$ cat config.mk
export PLATFORM = sky130hd
export DESIGN_NAME = ccp_channel_control
export DESIGN_NICKNAME = d
export VERILOG_FILES = /design/src/logic/ccp_pkg.sv /design/src/logic/ccp_channel_control.sv
export SDC_FILE = /design/constraint.sdc
export NUM_CORES = 1
export LEC_CHECK = 0
export ABC_CLOCK_PERIOD_IN_PS = 5700
export CORE_MARGIN = 5
export CORE_UTILIZATION = 50
export CTS_BUF_LIST = sky130_fd_sc_hd__clkbuf_8
export DETAILED_ROUTE_END_ITERATION = 12
export DONT_BUFFER_PORTS = 1
export HOLD_SLACK_MARGIN = 0.15
export PLACE_DENSITY = 0.67
export SLEW_MARGIN = 20
export SYNTH_ARGS = -nofsm -noshare
export SYNTH_HDL_FRONTEND = slang
export SYNTH_SLANG_ARGS = --single-unit
$ cat constraint.sdc
create_clock -name clock -period 5.7 [get_ports clock]
set_input_delay 0 -clock clock [delete_from_list [all_inputs] [get_ports clock]]
set_output_delay 0 -clock clock [all_outputs]
set_load 0.1 [all_outputs]
$ cat src/logic/ccp_pkg.sv
// Package for the channel control, pattern test and loop-back block
package ccp_pkg;

    // ---------------------------------------------------------------
    // Register layout
    // ---------------------------------------------------------------
    localparam int CCP_REG_W = 8;
    localparam logic [7:0] CCP_CTRL_RESET = 8'h00;
    localparam logic [7:0] CCP_CTRL_WR_MASK = 8'h3F;
    localparam int CCP_BIT_RAIL = 0;
    localparam int CCP_BIT_SONET = 1;
    localparam int CCP_BIT_E3 = 2;
    localparam int CCP_BIT_LOCAL = 3;
    localparam int CCP_BIT_REMOTE = 4;
    localparam int CCP_BIT_PRBS = 5;

    // ---------------------------------------------------------------
    // Pattern generator and checker
    // ---------------------------------------------------------------
    localparam int CCP_LFSR_W = 23;
    localparam int CCP_P15_TAP_A = 14;
    localparam int CCP_P15_TAP_B = 13;
    localparam int CCP_P23_TAP_A = 22;
    localparam int CCP_P23_TAP_B = 17;
    localparam logic [22:0] CCP_LFSR_SEED = 23'h7FFFFF;
    localparam int CCP_CNT_W = 16;
    localparam logic [15:0] CCP_CNT_MAX = 16'hFFFF;
    localparam logic [4:0] CCP_SYNC_BITS = 5'h17;

    // ---------------------------------------------------------------
    // Types
    // ---------------------------------------------------------------
    typedef enum logic [1:0] {
        CCP_RATE_DS3 = 2'b00,
        CCP_RATE_STS1 = 2'b01,
        CCP_RATE_E3 = 2'b10
    } ccp_rate_e;

    typedef enum logic [1:0] {
        CCP_LOOP_NONE = 2'b00,
        CCP_LOOP_REMOTE = 2'b01,
        CCP_LOOP_ANALOG = 2'b10,
        CCP_LOOP_DIGITAL = 2'b11
    } ccp_loop_e;

    typedef struct packed {
        logic [1:0] reserved;
        logic prbs_enable;
        logic remote_loop_sel;
        logic local_loop_sel;
        logic rate_e_mode_sel;
        logic sonet_vs_t_rate_sel;
        logic rail_format_sel;
    } ccp_ctrl_s;

    typedef struct packed {
        logic pos;
        logic neg;
    } ccp_rails_s;

endpackage

$ cat src/logic/ccp_channel_control.sv
// Channel control register with pattern generator, checker and loop-back steering
`timescale 1ns/1ps
module ccp_channel_control (
    // Clock and reset
    input wire logic clock,
    input wire logic rst,
    // Register port
    input wire logic reg_wr_en,
    input wire logic [7:0] reg_wr_data,
    output logic [7:0] reg_rd_data,
    // System transmit side
    input wire logic tx_clock_in,
    input wire logic tx_positive_in,
    input wire logic tx_negative_in,
    // Line transmit side
    output ccp_pkg::ccp_rails_s tx_line,
    // Recovered receive data
    input wire logic rx_bit_en,
    input wire ccp_pkg::ccp_rails_s rx_line,
    input wire logic rx_code_violation,
    // System receive side
    output logic rx_positive_out,
    output logic rx_negative_out,
    output logic neg_rail_violation_out,
    // Status and configuration
    output logic coder_enable,
    output ccp_pkg::ccp_rate_e rate_mode,
    output ccp_pkg::ccp_loop_e loop_mode,
    output logic [15:0] prbs_error_count
);
    import ccp_pkg::*;

    // ---------------------------------------------------------------
    // Control register
    // ---------------------------------------------------------------
    ccp_ctrl_s ctrl, next_ctrl;
    logic single_rail;

    always_comb begin
        next_ctrl = ctrl;
        if (reg_wr_en) begin
            next_ctrl = ccp_ctrl_s'(reg_wr_data & CCP_CTRL_WR_MASK);
        end
    end

    always_ff @(posedge clock) begin
        if (rst) begin
            ctrl <= ccp_ctrl_s'(CCP_CTRL_RESET);
        end else begin
            ctrl <= next_ctrl;
        end
    end

    assign reg_rd_data = {2'b00, ctrl[5:0]};

    always_comb begin
        if (ctrl.rate_e_mode_sel) begin
            rate_mode = CCP_RATE_E3;
        end else if (ctrl.sonet_vs_t_rate_sel) begin
            rate_mode = CCP_RATE_STS1;
        end else begin
            rate_mode = CCP_RATE_DS3;
        end
    end

    assign loop_mode = ccp_loop_e'({ctrl.local_loop_sel, ctrl.remote_loop_sel});
    // Pattern testing forces single-rail regardless of the stored bit
    assign single_rail = ctrl.rail_format_sel | ctrl.prbs_enable;
    assign coder_enable = single_rail;

    // ---------------------------------------------------------------
    // Transmit clock synchroniser
    // ---------------------------------------------------------------
    logic txc_s1, txc_s2, txc_s3;
    logic txp_s1, txp_s2, txn_s1, txn_s2;
    logic tx_bit_en;

    // Data pins are retimed through two stages, the clock stage the edge is detected at, so data and bit strobe stay aligned
    always_ff @(posedge clock) begin
        if (rst) begin
            txc_s1 <= 1'b0;
            txc_s2 <= 1'b0;
            txc_s3 <= 1'b0;
            txp_s1 <= 1'b0;
            txp_s2 <= 1'b0;
            txn_s1 <= 1'b0;
            txn_s2 <= 1'b0;
        end else begin
            txc_s1 <= tx_clock_in;
            txc_s2 <= txc_s1;
            txc_s3 <= txc_s2;
            txp_s1 <= tx_positive_in;
            txp_s2 <= txp_s1;
            txn_s1 <= tx_negative_in;
            txn_s2 <= txn_s1;
        end
    end

    // Bit timing relies on the system clock staying clean while patterns run
    assign tx_bit_en = txc_s2 & ~txc_s3;

    // ---------------------------------------------------------------
    // Generator and transmit data path
    // ---------------------------------------------------------------
    logic [22:0] gen_lfsr, next_gen_lfsr;
    logic gen_bit;
    ccp_rails_s next_tx_line;
    ccp_rails_s rx_hold, next_rx_hold;

    // Shared 23-bit register; short sequence uses its low 15 stages
    function automatic logic lfsr_fb(input logic [22:0] s, input logic e3);
        lfsr_fb = e3 ? (s[CCP_P23_TAP_A] ^ s[CCP_P23_TAP_B]) : (s[CCP_P15_TAP_A] ^ s[CCP_P15_TAP_B]);
    endfunction

    assign gen_bit = lfsr_fb(gen_lfsr, ctrl.rate_e_mode_sel);

    always_comb begin
        next_gen_lfsr = gen_lfsr;
        next_tx_line = tx_line;
        if (!ctrl.prbs_enable) begin
            next_gen_lfsr = CCP_LFSR_SEED;
        end
        if (tx_bit_en) begin
            if (ctrl.prbs_enable) begin
                next_gen_lfsr = {gen_lfsr[21:0], gen_bit};
                next_tx_line = '{pos: gen_bit, neg: 1'b0};
            end else if (loop_mode == CCP_LOOP_REMOTE) begin
                next_tx_line = rx_hold;
            end else if (single_rail) begin
                next_tx_line = '{pos: txp_s2, neg: 1'b0};
            end else begin
                next_tx_line = '{pos: txp_s2, neg: txn_s2};
            end
        end
    end

    // ---------------------------------------------------------------
    // Receive source and checker
    // ---------------------------------------------------------------
    ccp_rails_s rx_src;
    logic rx_src_en;
    logic [22:0] chk_lfsr, next_chk_lfsr;
    logic [4:0] sync_cnt, next_sync_cnt;
    logic [15:0] next_err_count;
    logic chk_err;
    logic next_rx_pos, next_rx_neg, next_viol;

    // Digital local loop feeds transmitted bits straight back to the receiver
    always_comb begin
        if (loop_mode == CCP_LOOP_DIGITAL) begin
            rx_src = next_tx_line;
            rx_src_en = tx_bit_en;
        end else begin
            rx_src = rx_line;
            rx_src_en = rx_bit_en;
        end
    end

    // Self-synchronising check: prediction from the last received bits
    assign chk_err = rx_src.pos ^ lfsr_fb(chk_lfsr, ctrl.rate_e_mode_sel);

    always_comb begin
        next_rx_hold = rx_hold;
        next_chk_lfsr = chk_lfsr;
        next_sync_cnt = sync_cnt;
        next_err_count = prbs_error_count;
        next_rx_pos = rx_positive_out;
        next_rx_neg = rx_negative_out;
        next_viol = neg_rail_violation_out;
        if (!ctrl.prbs_enable) begin
            next_sync_cnt = CCP_SYNC_BITS;
        end
        if (rx_src_en) begin
            next_rx_hold = rx_src;
            next_rx_pos = rx_src.pos;
            next_rx_neg = single_rail ? 1'b0 : rx_src.neg;
            next_viol = single_rail ? rx_code_violation : 1'b0;
            if (ctrl.prbs_enable) begin
                next_chk_lfsr = {chk_lfsr[21:0], rx_src.pos};
                // Errors are masked until the register has been refilled from the line
                if (sync_cnt != 5'h00) begin
                    next_sync_cnt = sync_cnt - 5'h01;
                    next_viol = 1'b0;
                end else begin
                    next_viol = chk_err;
                    if (chk_err && prbs_error_count != CCP_CNT_MAX) begin
                        next_err_count = prbs_error_count + 16'h0001;
                    end
                end
            end
        end
    end

    // ---------------------------------------------------------------
    // Data path registers
    // ---------------------------------------------------------------
    always_ff @(posedge clock) begin
        if (rst) begin
            gen_lfsr <= CCP_LFSR_SEED;
            tx_line <= '{pos: 1'b0, neg: 1'b0};
            rx_hold <= '{pos: 1'b0, neg: 1'b0};
            chk_lfsr <= '0;
            sync_cnt <= CCP_SYNC_BITS;
            prbs_error_count <= '0;
            rx_positive_out <= 1'b0;
            rx_negative_out <= 1'b0;
            neg_rail_violation_out <= 1'b0;
        end else begin
            gen_lfsr <= next_gen_lfsr;
            tx_line <= next_tx_line;
            rx_hold <= next_rx_hold;
            chk_lfsr <= next_chk_lfsr;
            sync_cnt <= next_sync_cnt;
            prbs_error_count <= next_err_count;
            rx_positive_out <= next_rx_pos;
            rx_negative_out <= next_rx_neg;
            neg_rail_violation_out <= next_viol;
        end
    end

endmodule

# ---- After elaboration in Yosys (flattened, before gate mapping)
# Cells that the tools add are included.
dict set report totals {
  register_bits 86
  word_cells 62
  inputBits 18
  out_inout_bits 34
}
dict set report classes {
  n_reduce_logical 4
  bitwise 9
  eq_ne 3
  n_addsub 2
  n_mux 21
}
# op n
set ops {}
lappend ops {{23-bit two-way mux} 3}
lappend ops {{5-bit two-way mux} 4}
lappend ops {{16-bit by 1-bit adder with 16-bit output, second input constant} 1}
lappend ops {{16-bit inequality test, second input constant} 1}
lappend ops {{2-bit two-way mux} 5}
lappend ops {{1-bit two-way mux} 9}
lappend ops {{5-bit nonzero test} 1}
lappend ops {{5-bit by 1-bit subtractor with 5-bit output, second input constant} 1}
lappend ops {{1-bit XOR} 5}
lappend ops {{4-bit AND reduction} 1}
lappend ops {{2-bit by 1-bit equality test with 1-bit output, second input constant} 1}
lappend ops {{2-bit equality test, second input constant} 1}
lappend ops {{1-bit inverter} 2}
lappend ops {{2-bit AND reduction} 1}
lappend ops {{1-bit bitwise AND} 1}
lappend ops {{1-bit logical AND} 1}
lappend ops {{1-bit OR} 1}

# ---- Depth between registers and ports, before layout
dict set report logic_depth {
  ltp_word 9
  mapped_depth 8
  depth_no_buf 8
}

# ---- Least setup slack after synthesis
# OpenSTA, ideal clock, no wires.
dict set report synth_path {
  kind {reg2reg}
  from {reg ctrl, in the netlist loop_mode[1]}
  to {reg prbs_error_count[6]}
  synth_period_minus_slack_ns 2.916
  slack_ns 2.784
  stages_incl_launch_ff 8
  arrival_ns 2.793
  n_path_buf 1
  setup_ns 0.123
  required_time_ns 5.577
  cell_sequence {dfxtp_1 -> and4b_1 -> o21ai_2 -> a2111oi_0 -> mux2i_1 -> clkbuf_1 -> nor3_1 -> mux2_1}
}
dict set report synth_via {
  elab_chain_len 8
  elab_cells_between_ends 10
  cone_classes {eq/ne (2); mux (5); bitwise (1); reduce/logical (2)}
}
# element line_no
set synth_lines {}
lappend synth_lines {{start, declared} ccp_channel_control.sv:36} ;# ccp_ctrl_s ctrl, next_ctrl;
lappend synth_lines {{start signal, assigned} ccp_channel_control.sv:48} ;# ctrl <= ccp_ctrl_s'(CCP_CTRL_RESET);
lappend synth_lines {{start signal, assigned} ccp_channel_control.sv:50} ;# ctrl <= next_ctrl;
lappend synth_lines {{2-bit by 1-bit equality test with 1-bit output} ccp_channel_control.sv:127} ;# end else if (loop_mode == CCP_LOOP_REMOTE) begin
lappend synth_lines {{2-bit two-way mux} ccp_channel_control.sv:127}
lappend synth_lines {{2-bit two-way mux} ccp_channel_control.sv:124} ;# if (ctrl.prbs_enable) begin
lappend synth_lines {{2-bit two-way mux} ccp_channel_control.sv:123} ;# if (tx_bit_en) begin
lappend synth_lines {{2-bit two-way mux} ccp_channel_control.sv:150} ;# if (loop_mode == CCP_LOOP_DIGITAL) begin
lappend synth_lines {{1-bit XOR} ccp_channel_control.sv:160} ;# assign chk_err = rx_src.pos ^ lfsr_fb(chk_lfsr, ctrl.rate_e_mode_sel);
lappend synth_lines {{1-bit logical AND} ccp_channel_control.sv:186} ;# if (chk_err && prbs_error_count != CCP_CNT_MAX) begin
lappend synth_lines {{4-bit AND reduction (no source line) (*)} n/a}
lappend synth_lines {{end signal, assigned} ccp_channel_control.sv:214} ;# prbs_error_count <= next_err_count;
lappend synth_lines {{end, declared} ccp_channel_control.sv:29} ;# output logic [15:0] prbs_error_count
# Mark *: on every way between the ends. The rest lies on a longest branch, timed or not.
# A chain may end at the register's enable or synchronous reset.

# ---- Final worst setup path
dict set report layout_path {
  from {reg prbs_error_count[1]}
  to {reg prbs_error_count[6]}
}
dict set report layout_via {
  elab_chain_len 3
  elab_cells_between_ends 4
  cone_classes {add/sub (1); eq/ne (1); reduce/logical (2)}
}
# element
set layout_lines {}
lappend layout_lines {{branches (longest 3 deep; another with 16-bit by 1-bit adder with 16-bit output)}}
# Several ways; the timed one is not identified.

==> key figures <==
Die
  – Die height: about 94 um
  – Std-Cell Rows: 30
  – I/O Pins: 52
  – Initial core utilization: between 50% and 60%
  – Placeable Area: 6832 um2
  – Die ar.: about 9000 um2
  – Die width: between 90 and 100 um

STA
  – Final setup violation count: 0
  – Clock skew: a little under 0.008 ns
  – Final hold viol count: 0
  – RSZ-0062 raised after global routing: no
  – Fin Hold WS: roughly 0.32 ns
  – Maximum clock rate: between 0.2 and 0.3 GHz
  – Rel. slew slack: between 20% and 30%
  – Final WS setup: ~2.3 ns
  – Worst-Margin Slew: roughly 1.1 ns
  – Final Cycle Share: 59.71%
  – Max Slew Vio Count: 0
  – Fin crit period: about 3.4 ns
  – Setup TNS: 0 ns

Run
  – Max-Cap Viols: 0

Power and ir drop
  – Logic pwr share: ~8.6%
  – Switching part of the total: between 20% and 30%
  – Internal power: about 890 uW
  – Worst ir drop on vdd: around 150 uV
  – Power Density: about 300 nW/um2
  – Leakage: around 0.0015 uW
  – Sw power: a little under 300 uW
  – Clock power frac: around 38%
  – Sequential share of power: 53.5%

Worst setup path
  – Req. time, crit path: about 5.9 ns
  – Reg-to-Reg Start: prbs_error_count[1]$_SDFFE_PP0P_
  – RR Endpoint: prbs_error_count[6]$_SDFFE_PP0P_
  – CP peak stage delay: between 1 and 1.5 ns
  – Worst path cell trace: ha_1, nand3_1, nor3_1, a2111oi_0, mux2i_1, nor3_1, mux2_1
  – Cell count of the worst reg-to-reg path: 7
  – Crit path capture type: flip-flop
  – CP Launch Type: flip-flop
  – Crit Path Class: flip-flop to flip-flop
  – R2R setup slack: between 2 and 2.5 ns
  – CP most frequent cell: nor3_1
  – Arr. time, crit path: ~3.6 ns
  – CP Max Fanout: 12
  – Critical path's slowest cell: dfxtp_1

Global route
  – First-pass GRT wire length: around 12000 um
  – Vias in the first global route: approximately 2700
  – Largest net degree at the start of global routing: 65
  – Total grt overflow: 0
  – Initial antenna violation count: 0
  – Total track usage: ~18%

Place
  – Final HPWL DP: between 4000 and 5000 um
  – Final GP Congestion: between 0.7 and 0.8
  – I/O Buffers: 0
  – Worst slack at placement: about 2.3 ns

Clock network
  – CTS clk-pin slew, worst paths: 0.08 ns
  – Bufs on Longest Clock Path: 2
  – Post-cts hold buffer count: 19
  – CTS root buf: clkbuf_8
  – CTS sink cnt: 86
  – TritonCTS Buffers: 9
  – Post-CTS setup buffers: 0
  – Post-CTS sizing: 0
  – CTS tree: built
  – Clock latency on the worst-skew pair: 0.34 ns
  – # H-tree levels: 3

Finish
  – Layout area overhead: 13.13%
  – Register area: about 1700 um2
  – Fillcell total: around 620
  – Share of layout cells above drive strength 1: ~8%
  – Post-layout net count: between 400 and 500
  – Final core area utilization: between 50% and 60%
  – Area of the multi-input gates: about 1600 um2
  – Ant diodes: 0

Yosys
  – Top FF cell, synth: dfxtp_1
  – Fraction of registers with async set/reset: 0%
  – Yosys reg bits: 86
  – Synthesized netlist cell count: approximately 430
  – Ys Warns: 0
  – Post-synth EDFFs: 0
  – Synth unique cells: 44
  – Mapped Area: between 3000 and 4000 um2
  – Seq/Total Area, Yosys: between 40% and 50%
  – Mean Syn Cell Area: 8.299 um2

Detailed routing
  – Number of iterations in the first detailed-routing pass: 4
  – Via density: approximately 5.3
  – DRC: 0
  – Post-DRT Antenna Nets: 0
  – Post-detailed-routing wire length: slightly above 7000 um
  – Routed vias: roughly 2900
  – Drt wl/cell: 13.54 um
  – DRT iter0 DRCs: 120

Hold path
  – Worst Hold End: txn_s1$_SDFF_PP0_
  – HP Class: input pin to flip-flop
  – Hold Path Origin: tx_negative_in
  – Hold depth: 2

Run status
  – Outcome: finished, final reports clean
## cell type report
cell class	count	share of cell area (%)
tap	96	3.010
clock buffer	13	4.484
inverter	7	0.6585
sequential	86	43.24
timing repair buffer	27	6.711
multi-input combinational	305	40.89
clock inverter	3	1.003
## power by group through the flow
| stage | clock [uW] | sequential, uW | combinational [uW] |
|---|---|---|---|
| global route | 490 | 635 | 110 |
| detailed placement | 0 | 648 | 81.0 |
| CTS | 462 | 634 | 101 |
| floorplan | 0 | 657 | 70.6 |
| global placement | 0 | 648 | 79.9 |
| finish | 449 | 634 | 102 |
## synth_stat cells (2+ instances only)
cell / count / area share (%)
a2111oi_0: 3 / 0.75
a21boi_0: 2 / 0.43
a21oi_1: 37 / 5.3
buf_1: 2 / 0.21
buf_4: 5 / 1.1
clkbuf_1: 18 / 1.9
clkbuf_8: 3 / 1.2
dfxtp_1: 86 / 49
ha_1: 2 / 0.71
inv_1: 7 / 0.75
mux2_1: 3 / 0.96
mux2_2: 3 / 0.96
mux2i_1: 12 / 3.4
nand2_1: 113 / 12
nand2b_1: 3 / 0.53
nand3_1: 30 / 4.3
nand4_1: 3 / 0.53
nand4b_1: 2 / 0.50
nor2_1: 23 / 2.4
nor2b_1: 14 / 2.5
nor3_1: 4 / 0.57
o211ai_1: 2 / 0.43
o21a_1: 2 / 0.43
o21ai_0: 10 / 1.4
o31ai_1: 2 / 0.43
or2_2: 2 / 0.35
or3_1: 8 / 1.4
xnor2_1: 6 / 1.5
xor2_1: 3 / 0.75
## through the flow
step | cells | power [uW] | instance area, um2
after floorplan | 426 | 727.4 | 3531
after global placement | 502 | 728.1 | 3563
after detailed placement | 502 | 729.4 | 3563
after global routing | 537 | 1236 | 3990
after CTS | 537 | 1197 | 3990
final | 537 | 1185 | 3990
## critical path, delay by kind of cell (launching register included)
kind                       cells  cell delay [ns]
adders and majority gates      1             0.32
and+or+nand+nor                3             0.71
AOI/OAI and AO/OA              1             0.22
DFF                            1             1.04
muxes                          2             1.01
## placed cells by master (no fill, tap or decap), types with 3 or more instances in the layout
cell type and instances:
a2111oi_0 3, a21oi_1 37, buf_4 8, clkbuf_8 13
dfxtp_1 83, dfxtp_2 3, dlygate4sd3_1 18, inv_1 7
mux2_1 3, mux2_2 3, mux2i_1 12, nand2_1 113
nand2b_1 3, nand3_1 30, nand4_1 3, nor2_1 23
nor2b_1 13, nor3_1 4, o21ai_0 10, or3_1 8
xnor2_1 6, xor2_1 3
## cell families after synthesis
kind of cell / Yosys count / synth area share (%)
buffers and inverters: 35 / 5.108
flip-flops: 86 / 48.81
multiplexers: 18 / 5.321
AND/OR/NAND/NOR: 209 / 26.89
other: 1 / 0.1063
XOR/XNOR: 9 / 2.235
adder cells (fa/ha/maj): 2 / 0.7094
AO/OA/AOI/OAI: 65 / 10.82
## per-layer routing
metal	vias to the layer above	track usage [%]	wire length, um
li1	1455	-	-
met1	1359	20.81	3226
met2	51	29.45	3651
met3	6	5.929	332
met4	0	6.378	62
met5	-	0	0
## registers in the layout, indices dropped and copies added, names as in the netlist
name,flops
reg_rd_data,4
rx_negative_out,1
txp_s2,1
txc_s2,1
txp_s1,1
txn_s1,1
loop_mode,2
txn_s2,1
prbs_error_count,16
txc_s1,1
gen_lfsr,23
txc_s3,1
chk_lfsr,23
neg_rail_violation_out,1
rx_hold,2
tx_line,2
sync_cnt,5
## worst max path at each step
stage | from | to | slack, ns | cells past startpoint
after floorplan | loop_mode[1]$_SDFFE_PP0P_ | prbs_error_count[6]$_SDFFE_PP0P_ | 2.78 | 7
after global routing | prbs_error_count[1]$_SDFFE_PP0P_ | prbs_error_count[6]$_SDFFE_PP0P_ | 2.01 | 7
after CTS | prbs_error_count[0]$_SDFFE_PP0P_ | prbs_error_count[6]$_SDFFE_PP0P_ | 2.28 | 7
after detailed placement | prbs_error_count[0]$_SDFFE_PP0P_ | prbs_error_count[6]$_SDFFE_PP0P_ | 2.30 | 7
after global placement | prbs_error_count[0]$_SDFFE_PP0P_ | prbs_error_count[6]$_SDFFE_PP0P_ | 2.46 | 7
final | prbs_error_count[1]$_SDFFE_PP0P_ | prbs_error_count[6]$_SDFFE_PP0P_ | 2.30 | 7
Note: power is estimated with default switching activity, not from simulation.
